`config.mk`:
```
export PLATFORM = sky130hd
export DESIGN_NAME = parallel_slave_port_buffered
export DESIGN_NICKNAME = d
export VERILOG_FILES = /design/src/logic/pport_pkg.sv /design/src/logic/parallel_slave_port_buffered.sv
export SDC_FILE = /design/constraint.sdc
export NUM_CORES = 1
export LEC_CHECK = 0
export BUFFER_PORTS_ARGS = -buffer_cell sky130_fd_sc_hd__buf_2
export CAP_MARGIN = 25
export CORE_UTILIZATION = 57
export CTS_BUF_LIST = sky130_fd_sc_hd__clkbuf_4 sky130_fd_sc_hd__clkbuf_8 sky130_fd_sc_hd__clkbuf_16
export DETAILED_ROUTE_END_ITERATION = 7
export PLACE_DENSITY = 0.8
export SLEW_MARGIN = 25
export SYNTH_ARGS = -nofsm -noshare
export SYNTH_HDL_FRONTEND = slang
export SYNTH_SLANG_ARGS = --single-unit
```
`constraint.sdc`:
```
create_clock -name core_clk -period 2.8 [get_ports core_clk]
set_clock_uncertainty 0.15 [all_clocks]
set_input_delay 0.28 -clock core_clk [delete_from_list [all_inputs] [get_ports core_clk]]
set_output_delay 0.28 -clock core_clk [all_outputs]
set_load 0.02 [all_outputs]
```
`src/logic/pport_pkg.sv`:
```
// package for the buffered parallel slave port: register map, fields, reset values
// assumes a 32-bit Avalon-MM register bus with word-aligned registers
package pport_pkg;
    // register byte addresses (word index times four where the index is not aligned)
    localparam logic [11:0] ADDR_LOW_IDX    = 12'hf6e;
    localparam logic [11:0] ADDR_HIGH_IDX   = 12'hf6f;
    localparam logic [13:0] OFF_ADDR_LOW    = 14'(ADDR_LOW_IDX) * 14'h0004;
    localparam logic [13:0] OFF_ADDR_HIGH   = 14'(ADDR_HIGH_IDX) * 14'h0004;
    localparam logic [13:0] OFF_CONTROL     = 14'h0000;
    localparam logic [13:0] OFF_MODE        = 14'h0004;
    localparam logic [13:0] OFF_STAT_LOW    = 14'h0008;
    localparam logic [13:0] OFF_STAT_HIGH   = 14'h000c;
    localparam logic [13:0] OFF_IN_BASE     = 14'h0010;
    localparam logic [13:0] OFF_OUT2_LOW    = 14'h0020;
    localparam logic [13:0] OFF_OUT2_HIGH   = 14'h0024;
    localparam logic [13:0] OFF_IRQ         = 14'h0028;
    // control register fields
    localparam int CTL_ENABLE  = 0;
    localparam int CTL_CS_POL  = 1;
    localparam int CTL_RD_POL  = 2;
    localparam int CTL_WR_POL  = 3;
    localparam int CTL_CSF_LO  = 4; // chip select configuration, two bits
    // mode register fields
    localparam int MODE_LO     = 0;
    localparam int INCREMENT_MODE_FIELD_LO     = 3;
    localparam int INTERRUPT_MODE_FIELD_LO     = 6;
    localparam logic [1:0] MODE_LEGACY  = 2'h0;
    localparam logic [1:0] INCREMENT_MODE_FIELD_BUFFER  = 2'h3;
    localparam logic [1:0] INTERRUPT_MODE_FIELD_EVERY   = 2'h1;
    localparam logic [1:0] INTERRUPT_MODE_FIELD_FOURTH  = 2'h3;
    localparam logic [1:0] CSF_CONTROL  = 2'h2;
    // status and address high bit positions, last slot, reset byte
    localparam int ST_ALL      = 7;
    localparam int ST_ERR      = 6;
    localparam int ADDRH_CS    = 6;
    localparam logic [1:0] LAST_SLOT = 2'h3;
    localparam logic [7:0] RST_BYTE  = 8'h00;
endpackage

```
`src/logic/parallel_slave_port_buffered.sv`:
```
// parallel slave port with four-deep buffered mode, one system clock
// assumes asynchronous external strobes and an Avalon-MM master on the register side
`timescale 1ns/1ps
// Behaviour
// - mode 00 with enable set makes the port a slave on the 8-bit bus
// - legacy: chip select with write strobe captures the bus into input byte zero
// - legacy: each completed external write sets the interrupt flag and input full status
// - legacy: chip select with read strobe drives output byte zero onto the bus
// - chip select, read and write strobe polarities are configurable
// - increment mode 11 selects four-level buffered slave mode
// - buffered: input bytes are write buffers, output bytes read buffers, 0 to 3
// - each buffered read strobe outputs the next read buffer by an internal pointer
// - read buffer empty bit clears on load and sets once presented on the bus
// - reading an empty read buffer sets the output underflow flag
// - all-outputs-empty is set while all four empty bits are set
// - buffered writes fill write buffers 0 to 3 by an internal pointer
// - write buffer full bit sets on its write strobe, clears on software read
// - writing a full write buffer sets input overflow and loses the data
// - all-inputs-full is set while all four full bits are set in buffered mode, while full bit 0 is set in legacy
// - buffered: interrupt mode 01 raises an interrupt on every read or write strobe
// - buffered: interrupt mode 11 interrupts only on read buffer 3 or write buffer 3
// - address high bit 6 is chip select control in config 10, else address bit 14
// - address registers hold address bits, and act as output bytes zero and one in slave mode
// - input overflow stays set until software clears it
module parallel_slave_port_buffered (
    // system
    input  wire logic        core_clk,
    input  wire logic        arst_n,
    // avalon-mm slave
    input  wire logic [13:0] address,
    input  wire logic        read,
    input  wire logic        write,
    input  wire logic [31:0] writedata,
    input  wire logic [3:0]  byteenable,
    output logic      [31:0] readdata,
    output logic             waitrequest,
    output logic      [1:0]  response,
    // parallel port pins
    input  wire logic        portChipSelect,
    input  wire logic        portReadStrobe,
    input  wire logic        portWriteStrobe,
    input  wire logic [7:0]  portDataBusIn,
    output logic      [7:0]  portDataBusOut,
    output logic             portDataBusOe,
    output logic             portChipSelectOne,
    output logic             portInterruptFlag
);
    typedef enum logic [1:0] {BUS_IDLE, BUS_DONE} bus_state_t;

    logic [7:0]  control_reg;
    logic [7:0]  mode_reg;
    logic [7:0]  addrLow_reg;
    logic [7:0]  addrHigh_reg;
    logic [7:0]  out2Low_reg;
    logic [7:0]  out2High_reg;
    logic [7:0]  inByte_reg [4];
    logic [3:0]  inFull_reg;
    logic [3:0]  outEmpty_reg;
    logic        inOverflow_reg;
    logic        outUnderflow_reg;
    logic        irqFlag_reg;
    logic [1:0]  rdPtr_reg;
    logic [1:0]  wrPtr_reg;
    logic [2:0]  csSync_reg;
    logic [2:0]  rdSync_reg;
    logic [2:0]  wrSync_reg;
    logic [7:0]  dataSync1_reg;
    logic [7:0]  dataSync2_reg;
    logic        csState_reg;
    logic        rdState_reg;
    logic        wrState_reg;
    bus_state_t  busState_reg;
    logic [31:0] readdata_next;

    // pin filter: a change counts once the second and third stages agree
    function automatic logic filtered(input logic [2:0] s, input logic prev);
        filtered = (s[1] == s[2]) ? s[1] : prev;
    endfunction

    // current output byte by slot number
    function automatic logic [7:0] outSlot(input logic [1:0] idx, input logic [7:0] a,
                                           input logic [7:0] b, input logic [7:0] c,
                                           input logic [7:0] d);
        unique case (idx)
            2'h0: outSlot = a;
            2'h1: outSlot = b;
            2'h2: outSlot = c;
            2'h3: outSlot = d;
        endcase
    endfunction

    // register offset hit
    function automatic logic hit(input logic [13:0] a, input logic [13:0] off);
        hit = (a == off);
    endfunction

    logic enabled;
    logic buffered;
    logic csActive;
    logic rdActive;
    logic wrActive;
    logic wrEnd;
    logic rdStart;
    logic rdEnd;
    logic busRead;
    logic busWrite;
    logic [1:0] curWr;
    logic [1:0] curRd;
    logic [7:0] curOut;

    assign enabled  = control_reg[pport_pkg::CTL_ENABLE]
                    && mode_reg[pport_pkg::MODE_LO +: 2] == pport_pkg::MODE_LEGACY;
    assign buffered = mode_reg[pport_pkg::INCREMENT_MODE_FIELD_LO +: 2] == pport_pkg::INCREMENT_MODE_FIELD_BUFFER;
    // polarity: a set bit means active high
    assign csActive = csState_reg == control_reg[pport_pkg::CTL_CS_POL];
    assign rdActive = rdState_reg == control_reg[pport_pkg::CTL_RD_POL];
    assign wrActive = wrState_reg == control_reg[pport_pkg::CTL_WR_POL];
    assign curWr    = buffered ? wrPtr_reg : 2'h0;
    assign curRd    = buffered ? rdPtr_reg : 2'h0;
    assign curOut   = outSlot(curRd, addrLow_reg, addrHigh_reg, out2Low_reg, out2High_reg);
    assign busRead  = read && busState_reg == BUS_DONE;
    assign busWrite = write && busState_reg == BUS_DONE;

    // three-stage synchronisers on the strobes, two stages on the data bus
    always_ff @(posedge core_clk or negedge arst_n)
    begin
        if (!arst_n)
        begin
            csSync_reg    <= 3'h0;
            rdSync_reg    <= 3'h0;
            wrSync_reg    <= 3'h0;
            dataSync1_reg <= 8'h00;
            dataSync2_reg <= 8'h00;
        end
        else
        begin
            csSync_reg    <= {csSync_reg[1:0], portChipSelect};
            rdSync_reg    <= {rdSync_reg[1:0], portReadStrobe};
            wrSync_reg    <= {wrSync_reg[1:0], portWriteStrobe};
            dataSync1_reg <= portDataBusIn;
            dataSync2_reg <= dataSync1_reg;
        end
    end

    // filtered strobe levels; the previous level is held, and reset loads low
    always_ff @(posedge core_clk or negedge arst_n)
    begin
        if (!arst_n)
        begin
            csState_reg <= 1'b0;
            rdState_reg <= 1'b0;
            wrState_reg <= 1'b0;
        end
        else
        begin
            csState_reg <= filtered(csSync_reg, csState_reg);
            rdState_reg <= filtered(rdSync_reg, rdState_reg);
            wrState_reg <= filtered(wrSync_reg, wrState_reg);
        end
    end

    // strobe transitions, qualified by chip select and enable
    logic rdNow;
    logic wrNow;
    logic rdSeen_reg;
    logic wrSeen_reg;
    assign rdNow   = enabled && csActive && rdActive;
    assign wrNow   = enabled && csActive && wrActive;
    assign rdStart = rdNow && !rdSeen_reg;
    assign rdEnd   = !rdNow && rdSeen_reg;
    assign wrEnd   = !wrNow && wrSeen_reg;

    always_ff @(posedge core_clk or negedge arst_n)
    begin
        if (!arst_n)
        begin
            rdSeen_reg <= 1'b0;
            wrSeen_reg <= 1'b0;
        end
        else
        begin
            rdSeen_reg <= rdNow;
            wrSeen_reg <= wrNow;
        end
    end

    // write data latch while the write strobe is active; full buffer drops the byte
    logic [7:0] wrData_reg;
    always_ff @(posedge core_clk or negedge arst_n)
    begin
        if (!arst_n)
            wrData_reg <= pport_pkg::RST_BYTE;
        else if (wrNow)
            wrData_reg <= dataSync2_reg;
    end

    // write buffers and their full bits
    for (genvar i = 0; i < 4; i++)
    begin : gInBuf
        logic swRd;
        assign swRd = busRead && hit(address, pport_pkg::OFF_IN_BASE + 14'(4 * i));
        always_ff @(posedge core_clk or negedge arst_n)
        begin
            if (!arst_n)
            begin
                inByte_reg[i] <= pport_pkg::RST_BYTE;
                inFull_reg[i] <= 1'b0;
            end
            else if (wrEnd && curWr == 2'(i))
            begin
                if (!inFull_reg[i])
                    inByte_reg[i] <= wrData_reg;
                inFull_reg[i] <= 1'b1;
            end
            else if (swRd)
                inFull_reg[i] <= 1'b0;
        end
    end

    // buffer pointers, wrapping 3 to 0
    always_ff @(posedge core_clk or negedge arst_n)
    begin
        if (!arst_n)
        begin
            wrPtr_reg <= 2'h0;
            rdPtr_reg <= 2'h0;
        end
        else
        begin
            if (!buffered)
                wrPtr_reg <= 2'h0;
            else if (wrEnd)
                wrPtr_reg <= wrPtr_reg + 2'h1;
            if (!buffered)
                rdPtr_reg <= 2'h0;
            else if (rdEnd)
                rdPtr_reg <= rdPtr_reg + 2'h1;
        end
    end

    // data bus drive while the external read is active
    always_ff @(posedge core_clk or negedge arst_n)
    begin
        if (!arst_n)
        begin
            portDataBusOut <= 8'h00;
            portDataBusOe  <= 1'b0;
        end
        else
        begin
            portDataBusOut <= curOut;
            portDataBusOe  <= rdNow;
        end
    end

    // output empty bits: set on presenting, cleared by software load
    always_ff @(posedge core_clk or negedge arst_n)
    begin
        if (!arst_n)
            outEmpty_reg <= 4'hf;
        else
        begin
            for (int k = 0; k < 4; k++)
            begin
                if (rdStart && curRd == 2'(k))
                    outEmpty_reg[k] <= 1'b1;
                else if (busWrite && k == 0 && hit(address, pport_pkg::OFF_ADDR_LOW))
                    outEmpty_reg[k] <= 1'b0;
                else if (busWrite && k == 1 && hit(address, pport_pkg::OFF_ADDR_HIGH))
                    outEmpty_reg[k] <= 1'b0;
                else if (busWrite && k == 2 && hit(address, pport_pkg::OFF_OUT2_LOW))
                    outEmpty_reg[k] <= 1'b0;
                else if (busWrite && k == 3 && hit(address, pport_pkg::OFF_OUT2_HIGH))
                    outEmpty_reg[k] <= 1'b0;
            end
        end
    end

    // sticky error flags: set wins over a software clear
    always_ff @(posedge core_clk or negedge arst_n)
    begin
        if (!arst_n)
        begin
            inOverflow_reg   <= 1'b0;
            outUnderflow_reg <= 1'b0;
        end
        else
        begin
            if (wrEnd && inFull_reg[curWr])
                inOverflow_reg <= 1'b1;
            else if (busWrite && hit(address, pport_pkg::OFF_STAT_HIGH)
                     && byteenable[0] && !writedata[pport_pkg::ST_ERR])
                inOverflow_reg <= 1'b0;
            if (rdStart && outEmpty_reg[curRd])
                outUnderflow_reg <= 1'b1;
            else if (busWrite && hit(address, pport_pkg::OFF_STAT_LOW)
                     && byteenable[0] && !writedata[pport_pkg::ST_ERR])
                outUnderflow_reg <= 1'b0;
        end
    end

    // interrupt flag: legacy every write, buffered by interrupt mode
    logic irqEvent;
    logic [1:0] interrupt_mode_field;
    assign interrupt_mode_field = mode_reg[pport_pkg::INTERRUPT_MODE_FIELD_LO +: 2];
    always_comb
    begin
        irqEvent = 1'b0;
        if (!buffered)
            irqEvent = wrEnd;
        else if (interrupt_mode_field == pport_pkg::INTERRUPT_MODE_FIELD_EVERY)
            irqEvent = wrEnd || rdEnd;
        else if (interrupt_mode_field == pport_pkg::INTERRUPT_MODE_FIELD_FOURTH)
            irqEvent = (wrEnd && wrPtr_reg == pport_pkg::LAST_SLOT)
                    || (rdEnd && rdPtr_reg == pport_pkg::LAST_SLOT);
    end

    always_ff @(posedge core_clk or negedge arst_n)
    begin
        if (!arst_n)
            irqFlag_reg <= 1'b0;
        else if (irqEvent)
            irqFlag_reg <= 1'b1;
        else if (busWrite && hit(address, pport_pkg::OFF_IRQ) && byteenable[0]
                 && writedata[0])
            irqFlag_reg <= 1'b0; // write one to clear
    end

    // software registers: control, mode, address/output bytes
    always_ff @(posedge core_clk or negedge arst_n)
    begin
        if (!arst_n)
        begin
            control_reg  <= pport_pkg::RST_BYTE;
            mode_reg     <= pport_pkg::RST_BYTE;
            addrLow_reg  <= pport_pkg::RST_BYTE;
            addrHigh_reg <= pport_pkg::RST_BYTE;
            out2Low_reg  <= pport_pkg::RST_BYTE;
            out2High_reg <= pport_pkg::RST_BYTE;
        end
        else if (busWrite && byteenable[0])
        begin
            if (hit(address, pport_pkg::OFF_CONTROL))
                control_reg <= writedata[7:0];
            if (hit(address, pport_pkg::OFF_MODE))
                mode_reg <= writedata[7:0];
            if (hit(address, pport_pkg::OFF_ADDR_LOW))
                addrLow_reg <= writedata[7:0];
            if (hit(address, pport_pkg::OFF_ADDR_HIGH))
                addrHigh_reg <= writedata[7:0];
            if (hit(address, pport_pkg::OFF_OUT2_LOW))
                out2Low_reg <= writedata[7:0];
            if (hit(address, pport_pkg::OFF_OUT2_HIGH))
                out2High_reg <= writedata[7:0];
        end
    end

    // chip select control output from address high bit 6
    always_ff @(posedge core_clk or negedge arst_n)
    begin
        if (!arst_n)
            portChipSelectOne <= 1'b0;
        else
            portChipSelectOne <= control_reg[pport_pkg::CTL_CSF_LO +: 2]
                == pport_pkg::CSF_CONTROL && addrHigh_reg[pport_pkg::ADDRH_CS];
    end

    // read data mux
    always_comb
    begin
        readdata_next = 32'h0000_0000;
        unique case (address)
            pport_pkg::OFF_CONTROL:   readdata_next[7:0] = control_reg;
            pport_pkg::OFF_MODE:      readdata_next[7:0] = mode_reg;
            pport_pkg::OFF_ADDR_LOW:  readdata_next[7:0] = addrLow_reg;
            pport_pkg::OFF_ADDR_HIGH: readdata_next[7:0] = addrHigh_reg;
            pport_pkg::OFF_OUT2_LOW:  readdata_next[7:0] = out2Low_reg;
            pport_pkg::OFF_OUT2_HIGH: readdata_next[7:0] = out2High_reg;
            pport_pkg::OFF_STAT_LOW:  readdata_next[7:0] = {&outEmpty_reg,
                                          outUnderflow_reg, 2'h0, outEmpty_reg};
            pport_pkg::OFF_STAT_HIGH: readdata_next[7:0] = {buffered ? &inFull_reg : inFull_reg[0],
                                          inOverflow_reg, 2'h0, inFull_reg};
            pport_pkg::OFF_IRQ:       readdata_next[0] = irqFlag_reg;
            default:
            begin
                for (int k = 0; k < 4; k++)
                    if (hit(address, pport_pkg::OFF_IN_BASE + 14'(4 * k)))
                        readdata_next[7:0] = inByte_reg[k];
            end
        endcase
    end

    // bus handshake: every access answered one cycle after it is raised
    always_ff @(posedge core_clk or negedge arst_n)
    begin
        if (!arst_n)
        begin
            busState_reg <= BUS_IDLE;
            waitrequest  <= 1'b1;
            readdata     <= 32'h0000_0000;
            response     <= 2'h0;
        end
        else if (busState_reg == BUS_IDLE && (read || write))
        begin
            busState_reg <= BUS_DONE;
            waitrequest  <= 1'b0;
            readdata     <= readdata_next;
            response     <= 2'h0;
        end
        else
        begin
            busState_reg <= BUS_IDLE;
            waitrequest  <= 1'b1;
        end
    end

    // interrupt output
    always_ff @(posedge core_clk or negedge arst_n)
    begin
        if (!arst_n)
            portInterruptFlag <= 1'b0;
        else
            portInterruptFlag <= irqFlag_reg;
    end

    // pointer wrap, full, overflow, underflow, empty, interrupt, bus drive and answer checks
    ptr_wrap_a: assert property (@(posedge core_clk) disable iff (!arst_n)
        (buffered && wrEnd && wrPtr_reg == 2'h3) |=> wrPtr_reg == 2'h0)
        else $error("write pointer did not wrap");
    full_flag_a: assert property (@(posedge core_clk) disable iff (!arst_n)
        (wrEnd && curWr == 2'h0) |=> inFull_reg[0])
        else $error("full bit not set on write");
    overflow_set_a: assert property (@(posedge core_clk) disable iff (!arst_n)
        (wrEnd && inFull_reg[curWr])
        |=> inOverflow_reg && inByte_reg[$past(curWr)] == $past(inByte_reg[curWr]))
        else $error("overflow not flagged or data overwritten");
    overflow_hold_a: assert property (@(posedge core_clk) disable iff (!arst_n)
        (inOverflow_reg && !(busWrite && hit(address, pport_pkg::OFF_STAT_HIGH)))
        |=> inOverflow_reg)
        else $error("overflow cleared by hardware");
    underflow_set_a: assert property (@(posedge core_clk) disable iff (!arst_n)
        (rdStart && outEmpty_reg[curRd]) |=> outUnderflow_reg)
        else $error("underflow not flagged");
    empty_set_a: assert property (@(posedge core_clk) disable iff (!arst_n)
        rdStart |=> outEmpty_reg[$past(curRd)])
        else $error("empty bit not set after presenting");
    irq_every_a: assert property (@(posedge core_clk) disable iff (!arst_n)
        (buffered && interrupt_mode_field == pport_pkg::INTERRUPT_MODE_FIELD_EVERY && rdEnd) |-> ##2 portInterruptFlag)
        else $error("no interrupt on read strobe");
    bus_drive_a: assert property (@(posedge core_clk) disable iff (!arst_n)
        rdNow |=> portDataBusOe && portDataBusOut == $past(curOut))
        else $error("bus not driven during read");
    answer_a: assert property (@(posedge core_clk) disable iff (!arst_n)
        (busState_reg == BUS_IDLE && read) |=> !waitrequest)
        else $error("bus access not answered");
endmodule

```
After elaboration in Yosys (flattened, before gate mapping):

Cells that the tools add are included.
W data, S select, Z words.

* register bits after elaboration: 154
* word-level logic and storage cells: 202
* input port bits: 65
* output and inout port bits: 46

* reduce and logical (&&, ||, !) cells: 76
* equality and inequality tests: 33
* mux-type cells: 45
* add/sub/neg operators: 2
* order comparisons: 2
* bitwise gates (word level): 4

Operators by type and width (number)
* $pmux W7 S9: 1
* $eq A14 B5 Y1 const B: 4
* $eq A14 B6 Y1 const B: 3
* $logic_and A1 B1 Y1: 41
* $mux W8: 4
* $pmux W8 S4: 1
* $mux W1: 30
* $eq A14 B14 Y1 const B: 2
* $eq A14 B4 Y1 const B: 2
* $reduce_bool A2 Y1: 11
* $reduce_and A2 Y1: 10
* $eq A2 B2 Y1 const B: 9
* $eq A14 B3 Y1 const B: 1
* $logic_not A14 Y1: 1
* $mux W2: 6
* $pmux W1 S9: 1
* $eq A2 B1 Y1 const B: 4
* $logic_not A2 Y1: 4
* $reduce_and A4 Y1: 2
* $eq A1 B1 Y1: 6
* $lt A2 B3 Y1 const B: 2
* $add A2 B1 Y2 const B: 2
* $bmux W1 S2: 2
* $logic_not A1 Y1: 4
* 3 further kinds: 9

Logic depth before layout (Yosys ltp):

* depth after elaboration: 12
* mapped depth: 7

Worst setup path after synthesis:

OpenSTA, ideal clock, no wires.

* kind: input-to-reg
* start point: input port address[1]
* end point: register addrLow_reg[0]
* setup slack: 0.625 ns
* required time: 2.525 ns
* stages: 5
* arrival time: 1.901 ns
* library setup time: 0.125 ns
* path through: buf_4 or4b_4 nor4_4 nand2_4 mux2_2

* cells in the longest elaborated chain, start to end: 2

Ends and longest elaborated chain
* start, declared: RTL line parallel_slave_port_buffered.sv:30 `input wire logic [13:0] address,`
* $eq A14 B14 Y1: RTL line parallel_slave_port_buffered.sv:94 `hit = (a == off);`
* $reduce_and A2 Y1 (no line)
* end signal, assigned: RTL line parallel_slave_port_buffered.sv:336 `addrLow_reg <= pport_pkg::RST_BYTE;`
* end signal, assigned: RTL line parallel_slave_port_buffered.sv:348 `addrLow_reg <= writedata[7:0];`
* end, declared: RTL line parallel_slave_port_buffered.sv:52 `logic [7:0] addrLow_reg;`

Every way passes these cells.
A chain may end at the register's enable or synchronous reset.

Final worst setup path:

* start point: register mode_reg[0]
* end point: register inByte_reg[27] (netlist bit)

* cells in the longest elaborated chain, start to end: 8

Ends and longest elaborated chain
* start, declared: RTL line parallel_slave_port_buffered.sv:51 `logic [7:0] mode_reg;`
* start signal, assigned: RTL line parallel_slave_port_buffered.sv:335 `mode_reg <= pport_pkg::RST_BYTE;`
* start signal, assigned: RTL line parallel_slave_port_buffered.sv:346 `mode_reg <= writedata[7:0];`
* $logic_not A2 Y1: RTL line parallel_slave_port_buffered.sv:112 `&& mode_reg[pport_pkg::MODE_LO +: 2] == pport_pkg::MODE_LEGACY;`
* $logic_and A1 B1 Y1: RTL line parallel_slave_port_buffered.sv:112
* $logic_and A1 B1 Y1 (2 in a row): RTL line parallel_slave_port_buffered.sv:168 `assign wrNow = enabled && csActive && wrActive;`
* $logic_not A1 Y1: RTL line parallel_slave_port_buffered.sv:171 `assign wrEnd = !wrNow && wrSeen_reg;`
* $logic_and A1 B1 Y1: RTL line parallel_slave_port_buffered.sv:171
* $logic_and A1 B1 Y1: RTL line parallel_slave_port_buffered.sv:209 `else if (wrEnd && curWr == 2'(i))`
* $reduce_and A2 Y1 (no line)
* end signal, assigned by index: RTL line parallel_slave_port_buffered.sv:206 `inByte_reg[i] <= pport_pkg::RST_BYTE;`
* end signal, assigned by index: RTL line parallel_slave_port_buffered.sv:212 `inByte_reg[i] <= wrData_reg;`
* end, declared: RTL line parallel_slave_port_buffered.sv:56 `logic [7:0] inByte_reg [4];`

Every way passes these cells.

==> results.cfg <==
[synthesis]
seq_area_frac_synth = 0.544
synth_edf_count = 0
synth-seq-cells = 153
synth_common_cells = dfrtp_1 (148), mux2_2 (88), nand2_1 (52), nor2_1 (34), buf_4 (27)
netlist_instances = 595
ys_types = 63
synthArstFlopShare = 1.00
synth_largest_area_cell = dfrtp_1
yosysMostFrequentCell = dfrtp_1
yosys_warnings = 0
synth_ff_type = dfrtp_1
synth_area_per_cell_sq_um = 11.8
synthTopCellsByArea = dfrtp_1 (53%), mux2_2 (14%), buf_4 (2.9%), nand2_1 (2.8%), mux4_2 (2.6%)
syn_area_sq_um = 7050
synth_top_area_frac = 0.526

[routing]
vias_per_cell = 6.44
num_vias = 5426
routedWlPerCell_microns = 21.9
drtPass1Iterations = 6
post-route-drc-count = 0
ant_nets = 0
wl_microns = 18400
drtIter0Drc = 770

[finish]
finalNonFillerCells = 843
syn2layout_area_growth_pct = 17.7
largest_reg_flops = 32
num_antenna_cells = 0
finalInstanceArea_sq_um = 8290
finalNetCount = 751
drive_above_1_share = 0.329

[cts]
h-tree-depth = 4
tritoncts = done
clk_latency_ns = 0.43
clock-sinks = 153
post_cts_buffers = 0
numCtsBuffers = 17
clockRootBuffer = clkbuf_16
clk_path_buf_depth = 2
cts_resized = 0
clkTransAtPathRegs_ns = 0.06
ctsHoldBuffers = 13

[sta]
drv_slew = 0
period_minus_slack_ns = 2.59
finalCritPeriodShare = 0.923
rsz0062_at_grt = false
setup-tns-final_ns = 0
fmax_mhz = 387
slew_headroom = 0.467
hold_viol = 0
setup_viol = 0
tightestPinTransition_ns = 0.799

[global_route]
grt_pass1_vias = 5400
grt_antenna_before_repair = 0
grt_start_max_net_pins = 69
grt_pass1_wl_microns = 29400
grt-ovfl-total = 0
track_usage = 0.310

[worst_setup_path]
cp_max_fo = 8
reg2reg_depth = 5
cp.required_ns = 2.96
cp-endpoint = inByte_reg[27]
critical_path_class = flip-flop to flip-flop
r2r-start = mode_reg[0]
worstSetupStartpoint = mode_reg[0]
rr_endpoint = inByte_reg[27]
end_kind = flip-flop
r2r_slack_ns = 0.21
critPathLaunchType = flip-flop
cp.arrival_ns = 2.74

[placed_design]
gp_congestion = 0.956
dpl_cell_area_sq_um = 7540
dp.cells = 799
port_buffers = 57
dp_hpwl_microns = 12500

[worst_hold_path]
hold_start = writedata[4]
hold_path_class = primary input to flip-flop

[floorplan]
die_h_microns = 113
die_w_microns = 113
coreArea_sq_um = 12000
start_util = 0.587
ioPinCount = 111
row_count = 40
dieArea_sq_um = 12800

[pwr]
ir_worst_vdd_v = 0.000490
leakage_nw = 3.87
p_per_area_nw_per_um2 = 603

[outcome]
outcome = completed

[run]
maxCapViolCount = 0
-- metal layers --
layer  vias to the layer above  wire length [microns]  global-route usage
met5                         -                      0                   0
met4                         0                    884               0.188
met3                        84                   1800              0.0659
met2                       382                   8500               0.476
met1                      2668                   7270               0.409
li1                       2292                      -                   -
-- worst max-delay path, cell delays in order (launching register included) --
cell and delay, ns:
dfrtp_1 0.40, nor3b_1 0.36, nand3_1 0.37, and2_1 0.40
nand2_1 0.38, mux2_2 0.40
-- cells by family after synthesis --
family / share of synthesized area
buffers and inverters: 0.0465
muxes: 0.176
AOI/OAI and AO/OA: 0.0893
other: 0.000532
xor gates and xnor gates: 0.00621
adders and majority gates: 0.00781
and+or+nand+nor: 0.129
DFF: 0.544
-- layout by cell type (no fill, tap or decap), types with 4 or more instances in the layout --
cell type and n:
o21ai_0 24, nor2_1 34, a22oi_1 5, a31oi_1 10, mux4_2 8, clkbuf_16 17, buf_4 25, conb_1 26
dlygate4sd3_1 13, o22ai_1 4, buf_2 56, nor2b_1 5, a21oi_1 26, clkinv_4 5, nand4_1 7, dfrtp_1 148
a22o_1 4, nand2b_1 7, inv_1 5, bufinv_16 4, nor2_2 4, mux2_2 88, nor3_1 6, o32ai_1 6
and3_1 4, mux2i_1 7, xnor2_1 5, nand2_1 52, dfstp_2 5, nor4_1 5, nand3_1 22
-- worst min-delay path by stage --
stage                        to  slack (ns)  depth (start not counted)
2_1_floorplan   addrHigh_reg[0]       -0.17                          0
3_3_place_gp   dataSync2_reg[5]        0.15                          1
3_5_place_dp   dataSync2_reg[4]        0.16                          1
4_1_cts         addrHigh_reg[4]        0.02                          2
5_1_grt          addrLow_reg[4]        0.04                          2
6_report         addrLow_reg[4]        0.02                          2
-- metrics by stage --
stage	power [mW]	hold slack (ns)	setup WS, ns	util
3_5_place_dp	2.62	0.162	0.383	0.628
5_1_grt	5.14	0.0423	0.111	0.691
2_1_floorplan	2.50	-0.166	0.625	-
6_report	5.00	0.0244	0.215	0.691
4_1_cts	5.02	0.0187	0.293	0.691
3_3_place_gp	2.61	0.146	0.390	0.628
-- power breakdown --
part	total [mW]	switching [mW]	internal, mW
Sequential	2.29	0.0281	2.26
Combinational	0.314	0.213	0.101
Clock	2.40	0.909	1.49
-- layout make-up --
type,count,area (sq um)
flip-flops and latches,153,3830
inverters,6,22.5
clock inverters,14,200
repair buffers,97,649
clock buffers,17,425
fillers,833,3720
well taps,147,184
multi-input cells,409,2980
(Power assumes the default switching activity.)
